`src/verilog/diag_cmd_defs.vh`:
```
`ifndef DIAG_CMD_DEFS_VH
`define DIAG_CMD_DEFS_VH

// APB register byte addresses
`define REG_CMD 8'h00
`define REG_FRAME_OUT 8'h04
`define REG_PENDING 8'h08
`define REG_STATUS_WORD 8'h0c
`define REG_IRQ_STATUS 8'h10
`define REG_IRQ_CLEAR 8'h14
`define REG_IRQ_ENABLE 8'h18
`define REG_OUT_CTRL 8'h1c
`define REG_DIAG_SEL 8'h20

// Command field positions
`define CMD_OP_HI 11
`define CMD_OP_LO 8
`define CMD_ARG_HI 7
`define CMD_ARG_LO 0

// Upper command nibbles
`define OP_READ_A 4'h5
`define OP_READ_B 4'h6
`define OP_CLEAR_A 4'h1
`define OP_CLEAR_B 4'h2
`define OP_CLEAR_ALL 4'h8
`define OP_MODE_ONE 4'hb
`define OP_MODE_TWO 4'hd
`define OP_MODE_THREE 4'he

// Interrupt bit positions
`define IRQ_COMM_ERR 0
`define IRQ_NEW_A 1
`define IRQ_NEW_B 2
`define IRQ_CMD_DONE 3

// Short status word bit positions
`define SDS_FAULT_A 0
`define SDS_FAULT_B 1
`define SDS_COMM_ERR 5

// Reset values
`define RST_INPUT_SEL 4'hf
`define RST_SERIAL_ON 4'h0
`define RST_DIAG_SEL 2'h1

`endif

```
`src/verilog/diag_bank_store.v`:
```
`timescale 1ns/100ps
module diag_bank_store (
  input wire pclk,
  input wire presetn,
  input wire [11:0] fault_a,
  input wire [11:0] fault_b,
  input wire clr_a,
  input wire clr_b,
  output reg [11:0] bank_a_r,
  output reg [11:0] bank_b_r,
  output reg new_a_r,
  output reg new_b_r
);

  reg [11:0] bank_a_nxt;
  reg [11:0] bank_b_nxt;

  // A clear reloads the faults still present, so a live fault survives it
  always @* begin
    if (clr_a) begin
      bank_a_nxt = fault_a;
    end else begin
      bank_a_nxt = bank_a_r | fault_a;
    end
    if (clr_b) begin
      bank_b_nxt = fault_b;
    end else begin
      bank_b_nxt = bank_b_r | fault_b;
    end
  end

  always @(posedge pclk or negedge presetn) begin
    if (!presetn) begin
      bank_a_r <= 12'h000;
      bank_b_r <= 12'h000;
      new_a_r <= 1'b0;
      new_b_r <= 1'b0;
    end else begin
      bank_a_r <= bank_a_nxt;
      bank_b_r <= bank_b_nxt;
      new_a_r <= |(bank_a_nxt & ~bank_a_r);
      new_b_r <= |(bank_b_nxt & ~bank_b_r);
    end
  end

endmodule

```
`src/verilog/diag_clear_mode_cmd_decoder.v`:
```
`timescale 1ns/100ps
`include "diag_cmd_defs.vh"
module diag_clear_mode_cmd_decoder (
  input wire pclk,
  input wire presetn,
  input wire psel,
  input wire penable,
  input wire pwrite,
  input wire [7:0] paddr,
  input wire [31:0] pwdata,
  output reg [31:0] prdata,
  output wire pready,
  output reg pslverr,
  input wire [11:0] fault_a,
  input wire [11:0] fault_b,
  input wire [7:0] virt_diag_in,
  input wire [3:0] parallel_input_pin,
  output reg [3:0] channel_drive,
  output wire irq
);

  localparam [3:0] C_NONE = 4'h0;
  localparam [3:0] C_READ_A = 4'h1;
  localparam [3:0] C_READ_B = 4'h2;
  localparam [3:0] C_CLEAR_A = 4'h3;
  localparam [3:0] C_CLEAR_B = 4'h4;
  localparam [3:0] C_CLEAR_ALL = 4'h5;
  localparam [3:0] C_MODE_ONE = 4'h6;
  localparam [3:0] C_MODE_TWO = 4'h7;
  localparam [3:0] C_MODE_THREE = 4'h8;
  localparam [3:0] C_BAD = 4'h9;

  reg [15:0] frame_out_r;
  reg [15:0] frame_out_nxt;
  reg [15:0] pending_r;
  reg [15:0] pending_nxt;
  reg [3:0] input_sel_r;
  reg [3:0] input_sel_nxt;
  reg [3:0] serial_on_r;
  reg [3:0] serial_on_nxt;
  reg [1:0] diag_sel_r;
  reg [1:0] diag_sel_nxt;
  reg [7:0] virt_diag_r;
  reg [7:0] virt_diag_nxt;
  reg [3:0] irq_status_r;
  reg [3:0] irq_status_nxt;
  reg [3:0] irq_enable_r;
  reg [3:0] irq_enable_nxt;
  reg [3:0] channel_drive_nxt;
  reg [31:0] prdata_nxt;
  reg pslverr_nxt;
  reg [3:0] irq_set;
  reg [3:0] irq_clr;
  reg [3:0] cmd_kind;
  reg clr_a;
  reg clr_b;
  wire [11:0] bank_a_r;
  wire [11:0] bank_b_r;
  wire new_a;
  wire new_b;
  wire setup_phase;
  wire wr_done;
  wire cmd_write;
  wire cmd_valid;
  wire bad_cmd;
  wire clear_write;
  wire enable_write;
  wire [7:0] sel_view;
  wire [11:0] cmd_word;
  wire [7:0] pin_set;
  wire [7:0] pin_feedback;
  wire [7:0] short_status_word;

  // Clear-all and mode commands decode on the upper nibble; the rest need a zero low byte
  function [3:0] decode_cmd;
    input [11:0] cmd;
    reg [3:0] op;
    reg low_zero;
    begin
      op = cmd[`CMD_OP_HI:`CMD_OP_LO];
      low_zero = (cmd[`CMD_ARG_HI:`CMD_ARG_LO] == 8'h00);
      if (op == `OP_READ_A && low_zero) begin
        decode_cmd = C_READ_A;
      end else if (op == `OP_READ_B && low_zero) begin
        decode_cmd = C_READ_B;
      end else if (op == `OP_CLEAR_A && low_zero) begin
        decode_cmd = C_CLEAR_A;
      end else if (op == `OP_CLEAR_B && low_zero) begin
        decode_cmd = C_CLEAR_B;
      end else if (op == `OP_CLEAR_ALL) begin
        decode_cmd = C_CLEAR_ALL;
      end else if (op == `OP_MODE_ONE) begin
        decode_cmd = C_MODE_ONE;
      end else if (op == `OP_MODE_TWO) begin
        decode_cmd = C_MODE_TWO;
      end else if (op == `OP_MODE_THREE) begin
        decode_cmd = C_MODE_THREE;
      end else begin
        decode_cmd = C_BAD;
      end
    end
  endfunction

  // Byte views of the two banks used as the three selectable registers
  function [7:0] diag_view;
    input [1:0] sel;
    input [11:0] ba;
    input [11:0] bb;
    begin
      if (sel == 2'h1) begin
        diag_view = ba[7:0];
      end else if (sel == 2'h2) begin
        diag_view = {bb[3:0], ba[11:8]};
      end else begin
        diag_view = bb[11:4];
      end
    end
  endfunction

  assign setup_phase = psel && !penable;
  assign pready = psel && penable;
  assign wr_done = psel && penable && pwrite;
  assign cmd_write = wr_done && (paddr == `REG_CMD);
  // Bad patterns leave every setting alone and only raise the error flag
  assign cmd_valid = (cmd_kind != C_NONE) && (cmd_kind != C_BAD);
  assign bad_cmd = (cmd_kind == C_BAD);
  assign clear_write = wr_done && (paddr == `REG_IRQ_CLEAR);
  assign enable_write = wr_done && (paddr == `REG_IRQ_ENABLE);
  assign sel_view = diag_view(diag_sel_r, bank_a_r, bank_b_r);
  assign cmd_word = pwdata[11:0];
  assign pin_set = cmd_word[`CMD_ARG_HI:`CMD_ARG_LO];
  assign pin_feedback = {channel_drive, input_sel_r};
  assign short_status_word = {2'h0, irq_status_r[`IRQ_COMM_ERR], 3'h0,
                              |bank_b_r, |bank_a_r};
  assign irq = |(irq_status_r & irq_enable_r);

  diag_bank_store u_banks (
    .pclk(pclk),
    .presetn(presetn),
    .fault_a(fault_a),
    .fault_b(fault_b),
    .clr_a(clr_a),
    .clr_b(clr_b),
    .bank_a_r(bank_a_r),
    .bank_b_r(bank_b_r),
    .new_a_r(new_a),
    .new_b_r(new_b)
  );

  always @* begin
    if (cmd_write) begin
      cmd_kind = decode_cmd(cmd_word);
    end else begin
      cmd_kind = C_NONE;
    end
  end

  // Command effects; the word shifted out now is the previous pending word, with its low byte replaced by a register view for clear-all and mode commands
  always @* begin
    frame_out_nxt = frame_out_r;
    pending_nxt = pending_r;
    input_sel_nxt = input_sel_r;
    serial_on_nxt = serial_on_r;
    diag_sel_nxt = diag_sel_r;
    virt_diag_nxt = virt_diag_r | virt_diag_in;
    clr_a = 1'b0;
    clr_b = 1'b0;
    if (cmd_valid) begin
      frame_out_nxt = pending_r;
    end
    case (cmd_kind)
      C_READ_A: begin
        pending_nxt = {4'h0, bank_a_r};
      end
      C_READ_B: begin
        pending_nxt = {4'h0, bank_b_r};
      end
      C_CLEAR_A: begin
        pending_nxt = {4'h0, bank_a_r};
        clr_a = 1'b1;
      end
      C_CLEAR_B: begin
        pending_nxt = {4'h0, bank_b_r};
        clr_b = 1'b1;
      end
      C_CLEAR_ALL: begin
        clr_a = 1'b1;
        clr_b = 1'b1;
        virt_diag_nxt = virt_diag_in;
        // Register two as it reads once the clear has re-latched live faults
        frame_out_nxt[7:0] = diag_view(2'h2, fault_a, fault_b);
        pending_nxt = {pin_feedback, 8'h00};
        input_sel_nxt = pin_set[3:0];
        serial_on_nxt = pin_set[7:4];
      end
      C_MODE_ONE: begin
        diag_sel_nxt = 2'h1;
        frame_out_nxt[7:0] = diag_view(2'h1, bank_a_r, bank_b_r);
        pending_nxt = {pin_feedback, 8'h00};
        input_sel_nxt = pin_set[3:0];
        serial_on_nxt = pin_set[7:4];
      end
      C_MODE_TWO: begin
        diag_sel_nxt = 2'h2;
        frame_out_nxt[7:0] = diag_view(2'h2, bank_a_r, bank_b_r);
        pending_nxt = {pin_feedback, 8'h00};
        input_sel_nxt = pin_set[3:0];
        serial_on_nxt = pin_set[7:4];
      end
      C_MODE_THREE: begin
        diag_sel_nxt = 2'h3;
        frame_out_nxt[7:0] = diag_view(2'h3, bank_a_r, bank_b_r);
        pending_nxt = {pin_feedback, 8'h00};
        input_sel_nxt = pin_set[3:0];
        serial_on_nxt = pin_set[7:4];
      end
      default: begin
        frame_out_nxt = frame_out_r;
      end
    endcase
  end

  // Interrupt flags: a new event wins over a clear in the same cycle
  always @* begin
    irq_set = 4'h0;
    irq_set[`IRQ_COMM_ERR] = bad_cmd;
    irq_set[`IRQ_NEW_A] = new_a;
    irq_set[`IRQ_NEW_B] = new_b;
    irq_set[`IRQ_CMD_DONE] = cmd_valid;
    irq_clr = 4'h0;
    if (clear_write) begin
      irq_clr = pwdata[3:0];
    end
    irq_status_nxt = (irq_status_r & ~irq_clr) | irq_set;
  end

  // Enable register keeps its value unless software writes it
  always @* begin
    irq_enable_nxt = irq_enable_r;
    if (enable_write) begin
      irq_enable_nxt = pwdata[3:0];
    end
  end

  // Parallel-selected channels follow their pin, the serial bit is ignored
  always @* begin
    channel_drive_nxt = (input_sel_r & parallel_input_pin) |
                        (~input_sel_r & serial_on_r);
  end

  // Registered so the pins never glitch while the settings change
  always @(posedge pclk or negedge presetn) begin
    if (!presetn) begin
      channel_drive <= 4'h0;
    end else begin
      channel_drive <= channel_drive_nxt;
    end
  end

  always @(posedge pclk or negedge presetn) begin
    if (!presetn) begin
      frame_out_r <= 16'h0000;
      pending_r <= 16'h0000;
      input_sel_r <= `RST_INPUT_SEL;
      serial_on_r <= `RST_SERIAL_ON;
      diag_sel_r <= `RST_DIAG_SEL;
      virt_diag_r <= 8'h00;
      irq_status_r <= 4'h0;
      irq_enable_r <= 4'h0;
    end else begin
      frame_out_r <= frame_out_nxt;
      pending_r <= pending_nxt;
      input_sel_r <= input_sel_nxt;
      serial_on_r <= serial_on_nxt;
      diag_sel_r <= diag_sel_nxt;
      virt_diag_r <= virt_diag_nxt;
      irq_status_r <= irq_status_nxt;
      irq_enable_r <= irq_enable_nxt;
    end
  end

  // Write-only and read-only registers refuse the other direction
  always @* begin
    prdata_nxt = 32'h00000000;
    pslverr_nxt = 1'b0;
    if (paddr == `REG_CMD) begin
      pslverr_nxt = !pwrite;
    end else if (paddr == `REG_FRAME_OUT) begin
      prdata_nxt = {16'h0000, frame_out_r};
      pslverr_nxt = pwrite;
    end else if (paddr == `REG_PENDING) begin
      prdata_nxt = {16'h0000, pending_r};
      pslverr_nxt = pwrite;
    end else if (paddr == `REG_STATUS_WORD) begin
      prdata_nxt = {24'h000000, short_status_word};
      pslverr_nxt = pwrite;
    end else if (paddr == `REG_IRQ_STATUS) begin
      prdata_nxt = {28'h0000000, irq_status_r};
      pslverr_nxt = pwrite;
    end else if (paddr == `REG_IRQ_CLEAR) begin
      pslverr_nxt = !pwrite;
    end else if (paddr == `REG_IRQ_ENABLE) begin
      prdata_nxt = {28'h0000000, irq_enable_r};
    end else if (paddr == `REG_OUT_CTRL) begin
      prdata_nxt = {8'h00, virt_diag_r, channel_drive, diag_sel_r, 2'h0,
                    serial_on_r, input_sel_r};
      pslverr_nxt = pwrite;
    end else if (paddr == `REG_DIAG_SEL) begin
      prdata_nxt = {22'h000000, diag_sel_r, sel_view};
      pslverr_nxt = pwrite;
    end else begin
      pslverr_nxt = 1'b1;
    end
  end

  // Read data is captured in the setup cycle, so no wait state is needed
  always @(posedge pclk or negedge presetn) begin
    if (!presetn) begin
      prdata <= 32'h00000000;
      pslverr <= 1'b0;
    end else if (setup_phase) begin
      prdata <= prdata_nxt;
      pslverr <= pslverr_nxt;
    end
  end

endmodule

```
`config.mk`:
```
export PLATFORM = sky130hd
export DESIGN_NAME = diag_clear_mode_cmd_decoder
export DESIGN_NICKNAME = d
export VERILOG_FILES = /design/src/verilog/diag_bank_store.v /design/src/verilog/diag_clear_mode_cmd_decoder.v
export VERILOG_INCLUDE_DIRS = /design/src /design/src/verilog
export SDC_FILE = /design/constraint.sdc
export NUM_CORES = 1
export LEC_CHECK = 0
export BUFFER_PORTS_ARGS = -buffer_cell sky130_fd_sc_hd__buf_2
export CAP_MARGIN = 40
export CORE_ASPECT_RATIO = 0.6
export CORE_MARGIN = 1
export CORE_UTILIZATION = 50
export DETAILED_ROUTE_END_ITERATION = 6
export MAX_ROUTING_LAYER = met4
export PLACE_DENSITY = 0.76
export SLEW_MARGIN = 0
export SYNTH_ARGS = -nofsm -noshare
export SYNTH_HDL_FRONTEND = slang
export SYNTH_HIERARCHICAL = 1
export SYNTH_SLANG_ARGS = --single-unit
```
`constraint.sdc`:
```
create_clock -name pclk -period 1.6 [get_ports pclk]
set_input_delay 0.24 -clock pclk [delete_from_list [all_inputs] [get_ports pclk]]
set_output_delay 0.24 -clock pclk [all_outputs]
set_load 0.02 [all_outputs]
```
==> results of run 1 <==
## synthesized netlist by cell type (all sizes together), types with 2 or more instances
| cell | instances |
|---|---|
| a221oi | 15 |
| nor4 | 10 |
| and3 | 6 |
| nand4 | 3 |
| nand4b | 3 |
| inv | 9 |
| clkbuf | 9 |
| o21ai | 13 |
| nand2 | 69 |
| nor3 | 6 |
| dfstp | 5 |
| a22o | 9 |
| nor2 | 32 |
| a32o | 2 |
| a222oi | 8 |
| o31ai | 2 |
| a31oi | 6 |
| a21oi | 26 |
| dfrtp | 108 |
| buf | 35 |
| nand2b | 14 |
| a2111oi | 7 |
| nor4bb | 2 |
| o211ai | 2 |
| nor3b | 2 |
| nor2b | 28 |
| a211oi | 13 |
| mux2 | 22 |
| a21o | 37 |
| nand3 | 16 |
| or3 | 4 |
| mux2i | 21 |
| a22oi | 22 |
| nor4b | 3 |
## critical path, delay by kind of cell
kind	cells	cell delay [ns]
buffers and inverters	4	0.65
and+or+nand+nor	3	0.78
AOI/OAI and AO/OA	2	0.27
## metrics by stage
step | hold WS, ns | cell area, µm² | setup slack (ns) | TNS (ns) | power, mW
6_report | 0.00547 | 8260 | -0.00592 | -0.00592 | 7.40
3_3_place_gp | 0.174 | 7360 | -0.455 | -26.97 | 3.50
3_5_place_dp | 0.179 | 7360 | -0.434 | -31.41 | 3.52
5_1_grt | 0.00894 | 8260 | -0.0696 | -0.452 | 7.61
4_1_cts | 0.000460 | 8010 | 0.00424 | 0 | 7.40
2_1_floorplan | -0.0556 | 6140 | -0.0904 | -0.970 | 3.19
## worst paths after layout
check                                startpoint  slack (ns)              endpoint
min in group asynchronous               presetn        0.29  u_banks/bank_b_r[10]
max in group asynchronous               presetn        0.66        input_sel_r[1]
worst min-delay path            virt_diag_in[6]       0.005        virt_diag_r[6]
worst max-delay path                   paddr[7]      -0.006          pending_r[2]
worst max register to register    diag_sel_r[1]        0.03             prdata[2]
worst min register to register       prdata[22]        0.46            prdata[22]
## state kept, by name (all words and copies together) (netlist names), 8 cells and up
register	count
u_banks/bank_b_r	12
frame_out_r	16
virt_diag_r	8
prdata	24
u_banks/bank_a_r	12
pending_r	16
## cells by family after synthesis
logic type,Yosys count,share of synthesized area [%]
multiplexers,43,7.63
AO/OA/AOI/OAI,167,21.0
XOR/XNOR,2,0.292
other,1,0.0625
buffers and inverters,53,4.79
AND/OR/NAND/NOR,203,19.0
flip-flops,113,47.2
## cell type report
| cell class | instances | share of cell area, % |
|---|---|---|
| clock inverters | 13 | 1.94 |
| well taps | 160 | 2.42 |
| multi-input cells | 423 | 38.1 |
| clock buffers | 19 | 5.36 |
| repair buffers | 198 | 17.4 |
| inverters | 9 | 0.409 |
| flip-flops and latches | 113 | 34.4 |
## what timing repair did
action,CTS,global route
gates cloned,0,1
hold buffers,1,1
endpoints found under the setup margin,12,66
pin swaps,3,17
endpoints found under the hold margin,25,1
buffers inserted,3,5
resized for setup,5,36
## power by group through the flow
stage | Sequential, mW | Combinational [mW] | Clock [mW]
2_1_floorplan | 2.97 | 0.226 | 0
3_3_place_gp | 2.95 | 0.551 | 0
3_5_place_dp | 2.95 | 0.566 | 0
4_1_cts | 2.90 | 0.574 | 3.92
5_1_grt | 2.90 | 0.645 | 4.06
6_report | 2.90 | 0.594 | 3.90
## per-layer routing
metal  wire, µm  part of all wire (%)  global-route usage (%)  vias up
li1           -                     -                       -     2512
met4        291                   1.5                    8.61        0
met5          0                     0                       -        -
met3       2060                    11                    9.07       38
met2       8530                    44                    47.5      325
met1       8650                    44                    47.1     2838
==> impl_metrics.yaml, run 1 <==
outcome:
  outcome: "finished with violations"
  violations: "setup timing"
clock_tree:
  clock-sinks: 113
  clock_latency_ns: 0.41
  cts_tree: "done"
  numCtsBuffers: 17
  cts_root_buf: "clkbuf_16"
  cts.clk_slew.worst_paths_ns: 0.05
  h-tree-depth: 4
  clock_path_buffers: 2
grt:
  antenna_found_initial: 0
  grt_first_pass_wirelength_um: 30000
  grt_max_degree: 52
  grt_usage_pct: 33.5
  overflow: 0
  grt_pass1_vias: 5547
timing:
  period_needed_ns: 1.61
  finalClockSkew_ns: 0.00812
  timing.final.crit_share_pct: 100
  rsz0062_at_grt: "yes"
  slew_viol_final: 0
  hold_violations: 0
  setup_viol: 1
  fmax_mhz: 623
  setup_ws_ns: -0.00592
setup_path:
  worst_ep_required_time_ns: 1.92
  startpoint_type: "input pin"
  crit_top_cell: "buf_6"
  worstRegToRegCells: 6
  critPathCaptureType: "flop"
  worstPathCellList: "buf_2, nor3_4, nand4_4, buf_6, nor4b_4, buf_6, clkbuf_16, a22oi_1, a21oi_1"
  arrival_ns: 1.93
  critical_path_class: "input pin to flop"
  cpMaxStageDelayCell: "nor3_4"
  crit_fanout: 6
  critPathMaxStageDelay_ns: 0.37
finish:
  num-fill-cells: 845
  final_nets: 843
  multi_input_area_mm2: 0.00315
  layout_common_cells: "dfrtp_1 (105), buf_2 (90), buf_4 (90), nand2_1 (69), a21o_1 (35)"
  mostFrequentLayoutCell: "dfrtp_1"
  syn2layout_area_growth_pct: 37.5
  instances_no_fill: 935
  antenna_cells: 0
  register_area_mm2: 0.00284
  post-route-util_pct: 71.9
  drive_above_1_share_pct: 39.7
synthesis:
  ys.flop_type: "dfrtp_1"
  yosysUniqueCellTypes: 65
  synth_edf_count: 0
  syn_inst: 582
  yosys_warnings: 6
  yosysSeqAreaShare_pct: 47.2
  syn_area_mm2: 0.00600
  synth_top_area_share_pct: 45.0
  avgSynthCellArea_um2: 10.3
  ys_ff_latch: 113
  synth_area_leaders: "dfrtp_1 (45%), a21o_1 (4.4%), nand2_1 (4.3%)"
  yosys.area.top_type: "dfrtp_1"
  synthArstFlopShare_pct: 100
route:
  drc: 0
  dr.pass1.iters: 5
  viasPerCell: 6.11
  vias: 5713
  ant_nets: 0
  wl_per_cell_um: 20.9
  wl_um: 19500
  drt_iter0_drc: 548
placed_design:
  portBuffers: 91
  hpwl_um: 14100
  place_congestion: 0.934
  dp.cells: 892
power:
  netSwitchingPower_mw: 1.78
  pwr-share-comb_pct: 8.0
  pwr_density_cell_mw_per_mm2: 896
  peakVddDrop_uv: 705
  p_int_mw: 5.62
  swShare_pct: 24.1
  pwr-share-seq_pct: 39.2
  p_leak_nw: 3.79
  power.share.clock_pct: 52.7
die:
  rows: 30
  die_x_um: 143
  initial_core_util_pct: 52.3
  die_area_mm2: 0.0125
  ioPinCount: 120
  die_h_um: 86.9
  design.core.area_mm2: 0.0115
min_path:
  hold_depth: 2
  hold_class: "input pin to flop"
run:
  max_cap_viol_count: 0
(Power assumes the default switching activity.)
==> inputs of run 2 (changes only) <==
- GPL_TIMING_DRIVEN: unset -> 0
==> run 2 against run 1 <==
  * Flip-flop and latch count unchanged
  * Clock skew rose by 0.0025 ns
  * Total power increased by 1.2%
  * The flow finishes with violations (hold timing, setup timing)
  * First-iteration DRC count decreased by 3.1%
==> impl_metrics.yaml, run 2 (synthesized netlist as in run 1, its figures left out) <==
setup_path:
  r2r_slack_ns: -0.05
  worst_ep_required_time_ns: 1.90
  startpoint_type: "flop"
  arrival_ns: 1.95
  critical_path_class: "flop to flop"
  worstRegToRegCells: 7
  crit_fanout: 7
  cpMaxStageDelayCell: "dfrtp_1"
  cp_top_family: "compound AO/OA/AOI/OAI gates"
  worstPathCellList: "buf_6, buf_8, mux2i_1, mux2i_1, a211oi_1, o21ai_1, a32o_1"
  crit_top_cell: "mux2i_1"
  rr_startpoint: "diag_sel_r[1]"
  critPathCaptureType: "flop"
  r2r_end: "prdata[2]"
  critPathMaxStageDelay_ns: 0.34
  crit_buf_inv: 2
route:
  drc: 0
  viasPerCell: 6.13
  drt_iter0_drc: 531
  wl_per_cell_um: 21.7
  vias: 5493
  wl_um: 19400
  ant_nets: 0
  dr.pass1.iters: 7
min_path:
  hold_depth: 2
  holdPathEnd: "virt_diag_r[6]"
  min-delay-start: "virt_diag_in[6]"
  hold_class: "input pin to flop"
clock_tree:
  cts_tree: "done"
  h-tree-depth: 4
  clock-sinks: 113
  clock_path_buffers: 2
  cts.clk_slew.worst_paths_ns: 0.06
  numCtsBuffers: 17
  clock_latency_ns: 0.42
  cts_root_buf: "clkbuf_16"
outcome:
  outcome: "finished with violations"
  violations: "hold timing, setup timing"
timing:
  slew_viol_final: 0
  setup_ws_ns: -0.0503
  finalClockSkew_ns: 0.0106
  rsz0062_at_grt: "yes"
  tightest_slew_ns: 0.683
  worst_hold_slack_ns: -0.00271
  hold_violations: 2
  relSlewSlack_pct: 54.4
  setup_viol: 4
  fmax_mhz: 606
  period_needed_ns: 1.65
  timing.final.crit_share_pct: 103
power:
  peakVddDrop_uv: 843
  total_power_mw: 7.49
  pwr_density_cell_mw_per_mm2: 939
  power.share.clock_pct: 53.9
  pwr-share-comb_pct: 7.3
  p_leak_nw: 3.61
  pwr-share-seq_pct: 38.7
  p_int_mw: 5.59
  netSwitchingPower_mw: 1.90
  swShare_pct: 25.3
finish:
  stdcell_area_mm2: 0.00798
  final_nets: 804
  largest_reg_flops: 24
  syn2layout_area_growth_pct: 32.8
  antenna_cells: 0
  mostFrequentLayoutCell: "dfrtp_1"
  layout_common_cells: "dfrtp_1 (101), buf_2 (87), nand2_1 (69), buf_4 (39), a21o_1 (35)"
  largest_registers: "prdata x24, frame_out_r x16, pending_r x16"
  num-fill-cells: 849
  drive_above_1_share_pct: 36.7
  instances_no_fill: 896
  regMostFlops: "prdata"
placed_design:
  portBuffers: 86
  place_area_mm2: 0.00681
  place_congestion: 0.955
  dp.cells: 837
  hpwl_um: 13900
die:
  initial_core_util_pct: 52.3
  die_x_um: 143
  ioPinCount: 120
  design.core.area_mm2: 0.0115
  rows: 30
  die_area_mm2: 0.0125
  die_h_um: 86.9
run:
  max_cap_viol_count: 0
grt:
  grt_max_degree: 71
  antenna_found_initial: 0
  grt_usage_pct: 33.7
  overflow: 0
  grt_pass1_vias: 5257
  grt_first_pass_wirelength_um: 29900
## run 2: how the worst max path moves through the flow
stage / start / to / slack, ns / depth (start not counted)
6_report: diag_sel_r[1] / prdata[2] / -0.05 / 7
5_1_grt: diag_sel_r[1] / prdata[7] / -0.14 / 7
3_3_place_gp: pwdata[11] / u_banks/bank_b_r[5] / -1.06 / 8
3_5_place_dp: pwdata[11] / u_banks/bank_b_r[5] / -0.74 / 9
2_1_floorplan: pwdata[9] / frame_out_r[6] / -0.09 / 8
4_1_cts: diag_sel_r[1] / prdata[0] / -0.009 / 6
## run 2: power by group through the flow
stage	logic [mW]	clock network [mW]	registers [mW]
2_1_floorplan	0.226	0	2.97
3_3_place_gp	0.472	0	2.95
3_5_place_dp	0.491	0	2.95
4_1_cts	0.522	4.05	2.90
5_1_grt	0.595	4.20	2.90
6_report	0.549	4.04	2.90
## run 2: area by class of cell
class	instances	area [µm²]	area share (%)
multi-input cells	423	3170	39.7
flip-flops and latches	113	2840	35.6
repair buffers	116	747	9.36
clock buffers	17	425	5.33
plain buffers	43	364	4.56
well taps	160	200	2.51
clock inverters	15	196	2.46
inverters	9	33.8	0.424
## run 2: per-stage QoR
stage                     utilization, %  setup slack [ns]  TNS (ns)
after floorplan                        -           -0.0904    -0.970
after global placement              58.9             -1.06   -157.03
after detailed placement            59.3            -0.736    -46.34
after CTS                           67.1          -0.00907   -0.0224
after global routing                69.4            -0.144    -0.581
final                               69.4           -0.0503    -0.132
## run 2: timing repair
| action | CTS | global route |
|---|---|---|
| hold buffers | 3 | 0 |
| gates cloned | 1 | 1 |
| endpoints found under the hold margin | 44 | 0 |
| pin swaps | 15 | 20 |
| setup buffers | 9 | 14 |
| setup endpoints to repair | 64 | 80 |
| gates resized for setup | 39 | 47 |
## run 2: metal layers
metal / share of wire [%] / vias up / global-route usage [%]
met5: 0 / - / -
met3: 11 / 32 / 9.90
met4: 1.1 / 0 / 9.19
met2: 42 / 321 / 46.5
li1: - / 2437 / -
met1: 45 / 2703 / 47.9
